`config.mk`:
```
export PLATFORM = sky130hd
export DESIGN_NAME = low_side_relay_driver_ctrl
export DESIGN_NICKNAME = d
export VERILOG_FILES = /design/src/verilog/ls_drv_pkg.sv /design/src/verilog/low_side_relay_driver_ctrl.sv /design/src/verilog/ls_drv_channel.sv
export VERILOG_INCLUDE_DIRS = /design/src /design/src/verilog
export SDC_FILE = /design/constraint.sdc
export NUM_CORES = 1
export LEC_CHECK = 0
export BUFFER_PORTS_ARGS = -buffer_cell sky130_fd_sc_hd__buf_2
export CAP_MARGIN = 20
export CORE_MARGIN = 2
export CORE_UTILIZATION = 35
export DETAILED_ROUTE_END_ITERATION = 16
export REMOVE_ABC_BUFFERS = 1
export SETUP_SLACK_MARGIN = 0.1
export SYNTH_ARGS = -nofsm -noshare
export SYNTH_HDL_FRONTEND = slang
export SYNTH_SLANG_ARGS = --single-unit
```
`constraint.sdc`:
```
create_clock -name clk_sys_in -period 2 [get_ports clk_sys_in]
set_input_delay 0.6 -clock clk_sys_in [delete_from_list [all_inputs] [get_ports clk_sys_in]]
set_output_delay 0.6 -clock clk_sys_in [all_outputs]
set_load 0.01 [all_outputs]
```
`src/verilog/ls_drv_defines.svh`:
```
`ifndef LS_DRV_DEFINES_SVH
`define LS_DRV_DEFINES_SVH

`define LS_OFF_CONTROL      8'h30
`define LS_OFF_STATUS       8'h31
`define LS_OFF_KEY          8'h32
`define LS_BASE_BLOCKING    16'h0200
`define LS_BASE_NONBLOCKING 16'h0300
`define LS_KEY_VALUE        4'h5
`define LS_CTRL_RESET       8'h00
`define LS_KEY_RESET        4'h0
`define LS_CTRL_WMASK       8'hBF
`define LS_BIT_OTIE         7
`define LS_BIT_CS2          5
`define LS_BIT_CS1          4
`define LS_BIT_PWM2         3
`define LS_BIT_PWM1         2
`define LS_BIT_EN2          1
`define LS_BIT_EN1          0
`define LS_BIT_OTC          7

`endif

```
`src/verilog/ls_drv_pkg.sv`:
```
package ls_drv_pkg;
    typedef enum logic [1:0] {
        MODE_NORMAL,
        MODE_SLEEP,
        MODE_STOP
    } power_mode_t;

    typedef struct packed {
        logic       sel;
        logic       wr;
        logic       rd;
        logic [7:0] addr;
        logic [7:0] wdata;
    } bus_req_t;

    typedef struct packed {
        logic [1:0] current_limit;
        logic [1:0] open_load;
        logic       overtemp;
    } sense_t;
endpackage : ls_drv_pkg

```
`src/verilog/low_side_relay_driver_ctrl.sv`:
```
// Overview of operation
// - Drivers work only in Normal mode; Sleep and Stop force both off.
// - Control bit 7 enables overtemperature interrupt; bit 6 reads zero.
// - Channel-select bits 5 and 4 pick PWM channel 0 or 1.
// - PWM bits 3 and 2 gate the driver with its chosen channel.
// - Enable bits 1 and 0 act only after a correct key write.
// - Key register holds four bits; value 5 permits driver control.
// - Status bit 7 shows overtemperature; both drivers held off meanwhile.
// - Reading status clears the latched overtemperature interrupt flag.
// - Status bits 3 and 2 report current limit, read only.
// - Status bits 1 and 0 report open load, never while off.
// - Registers decode at offsets 0x30, 0x31 and 0x32.
// - Offsets add to base 0x200 blocking or 0x300 non-blocking.
// - Each switch follows its own enable bit, subject to key and protection.
// - Regulator overvoltage clears both driver enable bits.
// - After overtemperature, drivers stay off until a control write without it.
`include "ls_drv_defines.svh"

module low_side_relay_driver_ctrl
    import ls_drv_pkg::*;
#(
    parameter int NUM_DRV = 2
)
(
    input  wire logic        clk_sys_in,
    input  wire logic        sys_rst_in,
    input  wire power_mode_t power_mode_in,
    input  wire bus_req_t    bus_req_in,
    output logic [7:0]       bus_rdata_out,
    input  wire logic [1:0]  pwm_in,
    input  wire sense_t      sense_in,
    input  wire logic        regulator_overvoltage_in,
    output logic             relay_driver_one_out,
    output logic             relay_driver_two_out,
    output logic             overtemp_irq_flag_out,
    output logic             overtemp_irq_enable_out
);
    logic [7:0]         control_r;
    logic [3:0]         key_r;
    logic               ot_lock_r;
    logic               irq_flag_r;
    logic               ot_seen_r;
    logic               allow;
    logic               mode_ok;
    logic               key_ok;
    logic               protect_ok;
    logic               ot_rise;
    logic [1:0]         cl_q;
    logic [1:0]         ol_q;
    logic [NUM_DRV-1:0] en_bits;
    logic [NUM_DRV-1:0] gate_bits;
    logic [NUM_DRV-1:0] sel_bits;
    logic [NUM_DRV-1:0] drive;
    logic [7:0]         rdata_nxt;
    logic               rd_any;
    logic               wr_ctrl;
    logic               wr_key;
    logic               rd_stat;

    // Each driver owns fixed control and status bits; other counts have nowhere to map
    if (NUM_DRV != 2) begin : g_bad_num_drv
        $error("NUM_DRV must be 2");
    end

    // Strobe decode lives in one place, shared by the status read and the writes; read data uses its own case
    function automatic logic hit(input bus_req_t req, input logic [7:0] off);
        hit = req.sel & (req.addr == off);
    endfunction : hit

    function automatic logic is_normal(input power_mode_t mode);
        is_normal = (mode == MODE_NORMAL);
    endfunction : is_normal

    // Spare bits are packed as zeros here so every status read sees one layout
    function automatic logic [7:0] status_word(input logic ot, input logic [1:0] cl,
                                               input logic [1:0] ol);
        status_word = {ot, 3'h0, cl, ol};
    endfunction : status_word

    assign wr_ctrl = bus_req_in.wr & hit(bus_req_in, `LS_OFF_CONTROL);
    assign wr_key  = bus_req_in.wr & hit(bus_req_in, `LS_OFF_KEY);
    assign rd_stat = bus_req_in.rd & hit(bus_req_in, `LS_OFF_STATUS);

    always_ff @(posedge clk_sys_in or posedge sys_rst_in) begin
        if (sys_rst_in) begin
            control_r <= `LS_CTRL_RESET;
        end else begin
            if (wr_ctrl) begin
                control_r <= bus_req_in.wdata & `LS_CTRL_WMASK;
            end
            if (regulator_overvoltage_in) begin
                control_r[`LS_BIT_EN2] <= 1'b0;
                control_r[`LS_BIT_EN1] <= 1'b0;
            end
        end
    end

    always_ff @(posedge clk_sys_in or posedge sys_rst_in) begin
        if (sys_rst_in) begin
            key_r <= `LS_KEY_RESET;
        end else if (regulator_overvoltage_in) begin
            key_r <= `LS_KEY_RESET;
        end else if (wr_key) begin
            key_r <= bus_req_in.wdata[3:0];
        end
    end

    // Lock survives the end of the overheat until software rewrites control
    always_ff @(posedge clk_sys_in or posedge sys_rst_in) begin
        if (sys_rst_in) begin
            ot_lock_r <= 1'b0;
        end else if (sense_in.overtemp) begin
            ot_lock_r <= 1'b1;
        end else if (wr_ctrl) begin
            ot_lock_r <= 1'b0;
        end
    end

    // Flag sets on the rising edge of overheat; a new event beats a clearing read
    always_ff @(posedge clk_sys_in or posedge sys_rst_in) begin
        if (sys_rst_in) begin
            ot_seen_r  <= 1'b0;
            irq_flag_r <= 1'b0;
        end else begin
            ot_seen_r <= sense_in.overtemp;
            if (ot_rise) begin
                irq_flag_r <= 1'b1;
            end else if (rd_stat) begin
                irq_flag_r <= 1'b0;
            end
        end
    end

    assign mode_ok    = is_normal(power_mode_in);
    assign key_ok     = (key_r == `LS_KEY_VALUE);
    // Live overheat blocks at once; the lock keeps the block until software acts
    assign protect_ok = ~ot_lock_r & ~sense_in.overtemp;
    assign allow      = mode_ok & key_ok & protect_ok;
    assign ot_rise    = sense_in.overtemp & ~ot_seen_r;
    assign rd_any     = bus_req_in.sel & bus_req_in.rd;

    assign en_bits   = {control_r[`LS_BIT_EN2], control_r[`LS_BIT_EN1]};
    assign gate_bits = {control_r[`LS_BIT_PWM2], control_r[`LS_BIT_PWM1]};
    assign sel_bits  = {control_r[`LS_BIT_CS2], control_r[`LS_BIT_CS1]};

    for (genvar i = 0; i < NUM_DRV; i++) begin : g_drv
        ls_drv_channel u_ls_drv_channel (
            .clk_sys_in    (clk_sys_in),
            .sys_rst_in    (sys_rst_in),
            .allow_in      (allow),
            .enable_in     (en_bits[i]),
            .pwm_gate_in   (gate_bits[i]),
            .chan_sel_in   (sel_bits[i]),
            .pwm_in        (pwm_in),
            .cur_lim_in    (sense_in.current_limit[i]),
            .open_load_in  (sense_in.open_load[i]),
            .drive_out     (drive[i]),
            .cur_lim_out   (cl_q[i]),
            .open_load_out (ol_q[i])
        );
    end

    assign relay_driver_one_out = drive[0];
    assign relay_driver_two_out = drive[1];

    always_comb begin
        case (bus_req_in.addr)
            `LS_OFF_CONTROL: rdata_nxt = control_r;
            `LS_OFF_STATUS:  rdata_nxt = status_word(sense_in.overtemp, cl_q, ol_q);
            `LS_OFF_KEY:     rdata_nxt = {4'h0, key_r};
            default:         rdata_nxt = 8'h00;
        endcase
    end

    // Data holds between reads, so a master may pick it up any cycle later
    always_ff @(posedge clk_sys_in or posedge sys_rst_in) begin
        if (sys_rst_in) begin
            bus_rdata_out <= 8'h00;
        end else if (rd_any) begin
            bus_rdata_out <= rdata_nxt;
        end
    end

    assign overtemp_irq_flag_out   = irq_flag_r;
    assign overtemp_irq_enable_out = control_r[`LS_BIT_OTIE];
endmodule : low_side_relay_driver_ctrl

```
`src/verilog/ls_drv_channel.sv`:
```
`include "ls_drv_defines.svh"

module ls_drv_channel
    import ls_drv_pkg::*;
(
    input  wire logic clk_sys_in,
    input  wire logic sys_rst_in,
    input  wire logic allow_in,
    input  wire logic enable_in,
    input  wire logic pwm_gate_in,
    input  wire logic chan_sel_in,
    input  wire logic [1:0] pwm_in,
    input  wire logic cur_lim_in,
    input  wire logic open_load_in,
    output logic      drive_out,
    output logic      cur_lim_out,
    output logic      open_load_out
);
    logic pwm_level;
    logic drive_nxt;

    always_comb begin
        pwm_level = chan_sel_in ? pwm_in[1] : pwm_in[0];
        drive_nxt = allow_in & enable_in & (~pwm_gate_in | pwm_level);
    end

    always_ff @(posedge clk_sys_in or posedge sys_rst_in) begin
        if (sys_rst_in) begin
            drive_out <= 1'b0;
        end else begin
            drive_out <= drive_nxt;
        end
    end

    always_ff @(posedge clk_sys_in or posedge sys_rst_in) begin
        if (sys_rst_in) begin
            cur_lim_out   <= 1'b0;
            open_load_out <= 1'b0;
        end else begin
            cur_lim_out   <= cur_lim_in;
            // Sensing is meaningless with the switch open, so mask it off
            open_load_out <= open_load_in & drive_nxt;
        end
    end
endmodule : ls_drv_channel

```
Yosys cells after proc, flatten, opt, wreduce, memory -nomap -nowiden
Index checks and enable logic that the tools add are counted.
{ "word_totals": {"output_inout_bits": 12, "wordCells": 57, "regBits": 28} }
{ "op_classes": {"reduce_logical": 5, "n_bitwise": 24, "muxes": 11, "eq_ne": 4} }
{ "op_table": {"columns": ["op", "n"], "rows": [
  ["$eq 8x6->1 const B", 3],
  ["$pmux 8 s3", 1],
  ["$and 1x1->1", 17],
  ["$mux 4", 2],
  ["$reduce_bool 2->1", 4],
  ["$mux 1", 6],
  ["$not 1->1", 5],
  ["$eq 4x3->1 const B", 1],
  ["$mux 2", 2],
  ["$logic_not 2->1", 1],
  ["$or 1x1->1", 2]
]} }

Depth between registers and ports, before layout
Gate-level depths: netlist of the first run.
{ "depth": {"depth_word": 6, "ltp_mapped": 5} }

By module
A second synthesis of the first run with hierarchy kept.
{ "hier_totals": {"hier_cells": 110, "area_unflattened_um2": 1353.8} }
{ "by_module_without_submodules": {"columns": ["mod", "area_per_inst_um2", "n_inst", "cells_per_inst"], "rows": [
  ["low_side_relay_driver_ctrl", 1138.6, 1, 92],
  ["ls_drv_channel", 107.6, 2, 9]
]} }

Worst setup path after synthesis of the first run
No wires, ideal clock.
{ "synth_path": {"path_type": "input-to-reg", "startpoint": "in bus_req_in[9] (netlist name)", "endpoint": "reg control_r[2]", "setup_time_ps": 125, "setup_slack_ps": 13, "t_arrival_ps": 1862, "stages": 5, "cell_sequence": "buf_6 -> or3_4 -> or3_1 -> buf_6 -> mux2_4"} }
{ "synth_via": {"elab_chain_cells": 3} }
{ "synth_rtl": {"columns": ["element", "line_no", "text"], "rows": [
  ["start, declared", "low_side_relay_driver_ctrl.sv:28", "input wire bus_req_t bus_req_in,"],
  ["$eq 8x6->1", "low_side_relay_driver_ctrl.sv:67", "hit = req.sel & (req.addr == off);"],
  ["$and 1x1->1", "low_side_relay_driver_ctrl.sv:67", null],
  ["$and 1x1->1", "low_side_relay_driver_ctrl.sv:80", "assign wr_ctrl = bus_req_in.wr & hit(bus_req_in, `LS_OFF_CONTROL);"],
  ["end signal, assigned", "low_side_relay_driver_ctrl.sv:86", "control_r <= `LS_CTRL_RESET;"],
  ["end signal, assigned", "low_side_relay_driver_ctrl.sv:89", "control_r <= bus_req_in.wdata & `LS_CTRL_WMASK;"],
  ["end, declared", "low_side_relay_driver_ctrl.sv:38", "logic [7:0] control_r;"]
]} }
Every way passes these cells.
A chain may end at the register's enable or synchronous reset.

Worst setup path after layout of the first run
{ "layout_path": {"startpoint": "in bus_req_in[9] (netlist name)", "endpoint": "reg control_r[7]"} }
Same word-level chain as after synthesis.

==> flow_summary.toml, run 1 <==
[status]
status = "completed"

[logic_synthesis]
syn_avg_cell_area_um2 = 12.5
synth_edf_count = 0
ys_warn_count = 0
synth_seq_cells = 27
synthArstFlopShare_pct = 100
synth_flop_cell = "dfrtp_1"
netlist_area_um2 = 1310
synth_cell_types = 40
syn-instance-count = 105
ys_seq_area_share_pct = 51.6

[placement]
gp_congestion = 0.800
placed_area_um2 = 1620
io_buffers = 40
post-place-ws_ns = -0.0220
hpwl_um = 2360

[critical_path]
crit_buf_inv = 2
cp_top_family = "simple AND/OR/NAND/NOR gates"
r2r_cells = 3
worstSetupPathType = "input port to register"
crit_fanout = 7
rrSetupSlack_ns = 0.39
arrival_ns = 1.89
worstPathRequired_ns = 2.16
cp-start-kind = "input port"
cp-end-kind = "register"
slowest_stage = "or3_4"
reg2reg_to = "g_drv[0].u_ls_drv_channel.open_load_out$_DFF_PP0_"
slowest_delay_ns = 0.38
crit_chain = "buf_2, or3_4, or3_1, buf_4, mux2_4"
r2r_start = "key_r[3]$_DFFE_PP0P_"

[route]
vias = 1034
vias_per_cell = 5.07
wire_per_inst_um = 14.1
ant_nets = 0
first_iter_violations = 27
remaining_drc_errors = 0
drt-total-wl_um = 2880
first_pass_iters = 3

[power]
vdd_ir_drop_max_mv = 0.250
cellPowerDensity_nw_per_um2 = 577
power.leakage_uw = 0.000844

[sta]
finClkSkew_ns = 0.00388
rsz0062_at_grt = "false"
hold_violations = 0
finalMaxSlewViolations = 0
fmax_mhz = 577
min_period_ns = 1.73
fin_crit_sh_pct = 86.6
setup_viol = 0
finalWorstSetupSlack_ns = 0.268

[clocking]
clock_sinks = 27
root_buffer = "clkbuf_8"
cts_resized = 0
cts.clk_slew.worst_paths_ns = 0.09
ctsHoldBuffers = 0
clock_path_buffers = 2
postCtsSetupBuffers = 0
htreeDepth = 1
insertion_delay_ns = 0.27
cts_tree = "yes"
cts-buffers-inserted = 3

[finish]
syn_to_final_growth_pct = 27.3
n_fill_cell = 347
insertedDiodeCount = 0
fin_area_um2 = 1670
final_cell_mix = "40 x buf_2, 27 x dfrtp_1, 12 x buf_4, 11 x mux2i_1"
drive_gt1_share_pct = 42.3
final_common_cell = "buf_2"
layout.nets = 188

[floorplanning]
fp.coreArea_um2 = 3630
dieArea_um2 = 4250
die_h_um = 65.2
top_level_ports = 43
core.rowCount = 22
die_w_um = 65.2
initial_utilization_pct = 36.1

[global_routing]
grtUsageTotal_pct = 14.5
antenna_found_initial = 0
grt_max_degree = 28
grt_pass1_vias = 1035
grt_first_pass_wirelength_um = 4640
overflow = 0

[run]
drv_cap = 0

[hold_path]
hold_path_class = "input port to async pin"
==> state kept, by name, indices dropped and copies added, names as in the netlist <==
name and flops:
bus_rdata_out 7, control_r 7, g_drv.u_ls_drv_channel.cur_lim_out 2, g_drv.u_ls_drv_channel.drive_out 2, g_drv.u_ls_drv_channel.open_load_out 2, key_r 4, ot_lock_r 1, ot_seen_r 1
overtemp_irq_flag_out 1
==> routing by layer <==
metal  up-vias  share of wire (%)  track usage [%]
met5         -                  0                0
met4         0                1.2             4.69
met3         4                3.4             2.57
met2        19                 54             27.0
met1       512                 41             16.5
li1        499                  -                -
==> cell families after synthesis <==
logic type,Yosys count,synth area share [%]
and+or+nand+nor,33,17.3
AOI/OAI and AO/OA,20,12.9
buffers and inverters,8,3.82
other,1,0.286
DFF,27,51.6
muxes,16,14.1
==> through the flow <==
| stage | setup TNS, ns | total power [µW] | util [%] | hold slack [ns] | cells |
|---|---|---|---|---|---|
| after floorplan | 0 | 603 | - | 0.400 | 100 |
| after global placement | -0.0235 | 666 | 44.6 | 0.407 | 200 |
| after detailed placement | -0.0783 | 670 | 44.6 | 0.431 | 200 |
| after CTS | 0 | 973 | 45.9 | 0.383 | 204 |
| after global routing | 0 | 1010 | 45.9 | 0.406 | 204 |
| final | 0 | 962 | 45.9 | 0.372 | 204 |
==> worst max-delay path by stage <==
stage	end	depth (start not counted)	slack (ns)	startpoint
after floorplan	control_r[2]$_DFFE_PP0P_	3	0.04	bus_req_in[14]
after global placement	control_r[2]$_DFFE_PP0P_	5	-0.005	bus_req_in[9]
after detailed placement	control_r[7]$_DFFE_PP0P_	5	-0.02	bus_req_in[9]
after CTS	control_r[7]$_DFFE_PP0P_	5	0.27	bus_req_in[9]
after global routing	control_r[7]$_DFFE_PP0P_	5	0.26	bus_req_in[9]
final	control_r[7]$_DFFE_PP0P_	5	0.27	bus_req_in[9]
==> Yosys cell counts (all sizes together) (2+ instances only) <==
master,instances,area (µm²)
buf,3,30.0
clkbuf,2,8.75
nand4,2,12.5
and3,3,18.8
mux2i,11,110
o41ai,2,17.5
or3,2,17.5
mux2,5,75.1
dfrtp,27,676
nor2,2,7.51
o2bb2ai,4,35.0
nand2,2,7.51
nand2b,6,37.5
a21o,2,16.3
inv,3,11.3
nor4,2,12.5
nor3,2,10.0
a21oi,2,10.0
a22o,6,52.6
==> cell type report <==
class                      instances  area [µm²]  area share, %
clock inverter                     1        5.00          0.300
inverter                           3        11.3          0.675
sequential                        27         676           40.5
multi-input combinational         70         584           35.0
clock buffer                       3        41.3           2.48
tap                               48        60.1           3.60
timing repair buffer              52         290           17.4
==> worst min-delay path, stage by stage <==
cell,delay (ns)
buf_2,0.09
inv_1,0.04
buf_4,0.31
==> power breakdown <==
part,total (µW),switching [µW],internal [µW]
clock network,305,165,139
registers,555,3.82,551
logic,102,51.7,50.4
total,962,221,741
(Power assumes the default switching activity.)
==> run 2, diff against run 1 <==
ABC_AREA = 1   (was unset)
HOLD_SLACK_MARGIN = 0.06   (was unset)
==> run 2 against run 1 <==
Net effect:
- area after synthesis rose by 1.4%
- wire length down 9.4%
- highest routed layer unchanged
- clock-buffer cell count unchanged
- worst hold slack worse by 0.0046 ns
- combinational power is 12% lower
- final area is 3.0% lower
- sequential share of layout area grew 1.3 points
==> flow_summary.toml, run 2 <==
[status]
status = "completed"

[route]
first_iter_violations = 66
vias_per_cell = 4.40
wire_per_inst_um = 10.5
vias = 1090
drt-total-wl_um = 2610
ant_nets = 0
first_pass_iters = 4
remaining_drc_errors = 0

[hold_path]
hold_path_class = "input port to async pin"

[finish]
utilization_pct = 44.2
final_common_cell = "nand2_1"
final_cell_mix = "49 x nand2_1, 40 x buf_2, 27 x nand3_1, 27 x dfrtp_1, 19 x inv_1"
layout.nets = 232
fin_area_um2 = 1620
insertedDiodeCount = 0
syn_to_final_growth_pct = 21.8
drive_gt1_share_pct = 30.5
stdcell_count = 248
reg_top3 = "bus_rdata_out (7), control_r (7), key_r (4)"

[logic_synthesis]
synth_flop_cell = "dfrtp_1"
netlist_area_um2 = 1330
synthArstFlopShare_pct = 100
synth.top_cell.area_share_pct = 50.8
synth_seq_cells = 27
synth_edf_count = 0
syn_avg_cell_area_um2 = 8.41
yosysMostFrequentCell = "nand2_1"
ys_warn_count = 0
yosys-top-cells-area = "dfrtp_1 51%, nand2_1 14%, nand3_1 10%"
syn-instance-count = 158
ys_seq_area_share_pct = 50.8
synth.largest_area_cell = "dfrtp_1"
synth_cell_types = 23
ys_top_cells_by_count = "49 x nand2_1, 27 x dfrtp_1, 27 x nand3_1"

[critical_path]
slowest_delay_ns = 0.41
crit_fanout = 3
worstPathRequired_ns = 1.40
cp.depth = 1
slowest_stage = "dfrtp_1"
crit_chain = "buf_2"
r2r_start = "key_r[1]$_DFFE_PP0P_"
cp-end-kind = "primary output"
worstSetupPathType = "register to primary output"
arrival_ns = 0.83
reg2reg_to = "g_drv[1].u_ls_drv_channel.open_load_out$_DFF_PP0_"
crit_buf_inv = 1
cp_top_family = "flip-flops"
rrSetupSlack_ns = 1.02
cp-start-kind = "register"
r2r_cells = 4

[clocking]
ctsHoldBuffers = 0
htreeDepth = 1
cts.clk_slew.worst_paths_ns = 0.10
cts_tree = "yes"
cts-buffers-inserted = 3
clock_path_buffers = 2
root_buffer = "clkbuf_8"
insertion_delay_ns = 0.27
clock_sinks = 27
cts_resized = 0
postCtsSetupBuffers = 0

[global_routing]
grt_pass1_vias = 1039
grt_first_pass_wirelength_um = 4490
antenna_found_initial = 0
grtUsageTotal_pct = 13.4
overflow = 0
grt_max_degree = 28

[placement]
gp_congestion = 0.718
placed_area_um2 = 1570
dp_cells = 244
io_buffers = 40
hpwl_um = 2050

[sta]
fmax_mhz = 698
finClkSkew_ns = 0.00799
finalSetupTns_ns = 0
rsz0062_at_grt = "false"
hold_violations = 0
whs_ns = 0.367
min_period_ns = 1.43
setup_viol = 0
fin_crit_sh_pct = 71.7
finalMaxSlewViolations = 0

[floorplanning]
die_h_um = 65.6
fp.coreArea_um2 = 3660
initial_utilization_pct = 36.3
top_level_ports = 43
die_w_um = 65.6
core.rowCount = 22
dieArea_um2 = 4310

[run]
drv_cap = 0

[power]
power.leakage_uw = 0.000938
vdd_ir_drop_max_mv = 0.299
cellPowerDensity_nw_per_um2 = 591
==> run 2: power by group <==
part / switching, µW / internal, µW
clock: 168 / 141
combinational: 56.4 / 33.9
sequential: 3.75 / 552
==> run 2: worst max path at each step <==
stage	from	to	slack (ns)
3_3_place_gp	bus_req_in[14]	control_r[0]$_DFFE_PP0P_	0.40
4_1_cts	control_r[7]$_DFFE_PP0P_	overtemp_irq_enable_out	0.55
3_5_place_dp	bus_req_in[15]	control_r[0]$_DFFE_PP0P_	0.38
2_1_floorplan	bus_req_in[14]	control_r[0]$_DFFE_PP0P_	0.61
5_1_grt	control_r[7]$_DFFE_PP0P_	overtemp_irq_enable_out	0.53
6_report	control_r[7]$_DFFE_PP0P_	overtemp_irq_enable_out	0.57
==> run 2: cells by family after synthesis <==
logic type,synth area share [%]
DFF,50.8
other,0.282
AOI/OAI and AO/OA,4.14
buffers and inverters,8.38
and+or+nand+nor,36.3
==> run 2: metrics by stage <==
stage	power, µW	setup WS (ns)
floorplan	615	0.610
global placement	659	0.398
detailed placement	660	0.382
CTS	972	0.555
global route	1000	0.530
finish	956	0.567
==> run 2: per-layer routing <==
layer / global-route usage [%] / vias to the layer above / wire, µm
met4: 2.34 / 0 / 16
met2: 22.8 / 21 / 1180
met3: 3.77 / 2 / 101
met1: 17.2 / 491 / 1300
li1: - / 576 / -
met5: 0 / - / 0
==> run 2: cell type report <==
class                           count  area (µm²)
Timing Repair Buffer               41         208
Fill cell                         403        2040
Tap cell                           48        60.1
Clock buffer                        3        41.3
Inverter                           22        83.8
Sequential cell                    27         676
Multi-Input combinational cell    106         542
Clock inverter                      1        7.51
==> run 3, diff against run 2 <==
clock period = 1.2 ns   (was 2 ns; I/O delays follow)
==> run 3 against run 2 <==
Net effect:
- critical path depth unchanged
- die area unchanged
- worst hold slack worse by 0.24 ns
- utilization up 4.7 points
- clock skew up 0.0020 ns
- clock power up 65%
- total power up 68%
- clock-buffer cell count unchanged
- sequential share of layout area down 4.0 points
- via count up 9.1%
- final area up 11%
- setup slack worse by 0.53 ns
==> flow_summary.toml, run 3 (synthesis gave the netlist of run 2 again) <==
[status]
status = "completed"

[critical_path]
cp-end-kind = "primary output"
arrival_ns = 0.80
crit_path_start = "control_r[7]$_DFFE_PP0P_"
reg2reg_to = "bus_rdata_out[7]$_DFFE_PP0P_"
cp-start-kind = "register"
slowest_stage = "dfrtp_1"
crit_fanout = 2
worstPathRequired_ns = 0.84
r2r_cells = 6
cp_top_family = "flip-flops"
worstSetupPathType = "register to primary output"
r2r_start = "control_r[7]$_DFFE_PP0P_"
crit_chain = "buf_2"
crit_buf_inv = 1
rrSetupSlack_ns = 0.22
slowest_delay_ns = 0.38

[sta]
fmax_mhz = 863
min_period_ns = 1.16
setup_viol = 0
fin_crit_sh_pct = 96.5
finalWorstSetupSlack_ns = 0.0415
whs_ns = 0.129
rsz0062_at_grt = "true"
finalMaxSlewViolations = 0
finalSetupTns_ns = 0
hold_violations = 0
finClkSkew_ns = 0.0100

[clocking]
cts-buffers-inserted = 3
root_buffer = "clkbuf_8"
clock_path_buffers = 2
cts.clk_slew.worst_paths_ns = 0.09
clock_sinks = 27
insertion_delay_ns = 0.27
ctsHoldBuffers = 0
htreeDepth = 1
cts_tree = "yes"

[floorplanning]
die_w_um = 65.6
core.rowCount = 22
dieArea_um2 = 4310
top_level_ports = 43
die_h_um = 65.6
initial_utilization_pct = 36.3
fp.coreArea_um2 = 3660

[placement]
dp_cells = 252
post-place-ws_ns = -0.0688
io_buffers = 40
hpwl_um = 2120
gp_congestion = 0.753

[finish]
syn_to_final_growth_pct = 34.7
insertedDiodeCount = 0
stdcell_count = 269
drive_gt1_share_pct = 37.6
layout.nets = 253
n_fill_cell = 386
final_cell_mix = "49 x nand2_1, 40 x buf_2, 27 x nand3_1, 27 x dfrtp_1, 21 x buf_4"
reg_top3 = "bus_rdata_out (7), control_r (7), key_r (4)"
final_common_cell = "nand2_1"

[route]
first_pass_iters = 4
first_iter_violations = 36
vias = 1189
wire_per_inst_um = 10.3
vias_per_cell = 4.42
remaining_drc_errors = 0
ant_nets = 0
drt-total-wl_um = 2760

[power]
cellPowerDensity_nw_per_um2 = 896
vdd_ir_drop_max_mv = 0.667
power.leakage_uw = 0.00105

[global_routing]
grt_first_pass_wirelength_um = 4720
antenna_found_initial = 0
grt_max_degree = 28
grtUsageTotal_pct = 14.5
overflow = 0
grt_pass1_vias = 1096

[hold_path]
hold_path_class = "input port to async pin"

[run]
drv_cap = 0
run 3: cell count changes in the layout (fill, tap and decap cells not counted):
cell    previous run  this run
nor2_2             3         4
nor2_1             7         6
buf_12             0         1
buf_4              1        21
run 3: how the worst max path moves through the flow:
stage / to / slack (ns) / cells after the start
2_1_floorplan: control_r[0]$_DFFE_PP0P_ / 0.05 / 8
3_3_place_gp: control_r[0]$_DFFE_PP0P_ / -0.05 / 9
3_5_place_dp: control_r[0]$_DFFE_PP0P_ / -0.07 / 9
4_1_cts: overtemp_irq_enable_out / 0.02 / 1
5_1_grt: overtemp_irq_enable_out / -0.007 / 1
6_report: overtemp_irq_enable_out / 0.04 / 1
run 3: timing repair:
| action | 4_1_cts | 5_1_grt |
|---|---|---|
| gates cloned | 0 | 0 |
| endpoints found under the setup margin | 11 | 12 |
| pin swaps | 0 | 0 |
| gates resized for setup | 0 | 1 |
| buffers inserted | 8 | 5 |
run 3: routing by layer:
layer | up-vias | GRT usage (%) | share of wire (%)
li1 | 619 | - | -
met1 | 538 | 19.0 | 47
met2 | 28 | 23.3 | 47
met3 | 4 | 4.11 | 4.8
met4 | 0 | 3.91 | 0.83
met5 | - | 0 | 0
run 3: power by group:
group	total [µW]	switching, µW	internal [µW]
logic	166	97.0	69.0
registers	927	6.04	921
clock network	511	276	236
total	1600	379	1230
run 3: metrics by stage:
step	utilization, %	power, µW	instance area (µm²)
final	48.9	1600	1790
after global routing	48.9	1710	1790
after CTS	47.8	1630	1750
after detailed placement	44.8	1110	1640
after global placement	44.8	1110	1640
after floorplan	-	1020	1300
run 3: layout make-up:
type | count | area, µm² | share of cell area [%]
Sequential cell | 27 | 676 | 37.7
Multi-Input combinational cell | 106 | 544 | 30.4
Timing Repair Buffer | 62 | 378 | 21.1
Inverter | 22 | 83.8 | 4.68
Tap cell | 48 | 60.1 | 3.35
Clock buffer | 3 | 41.3 | 2.31
Clock inverter | 1 | 7.51 | 0.419
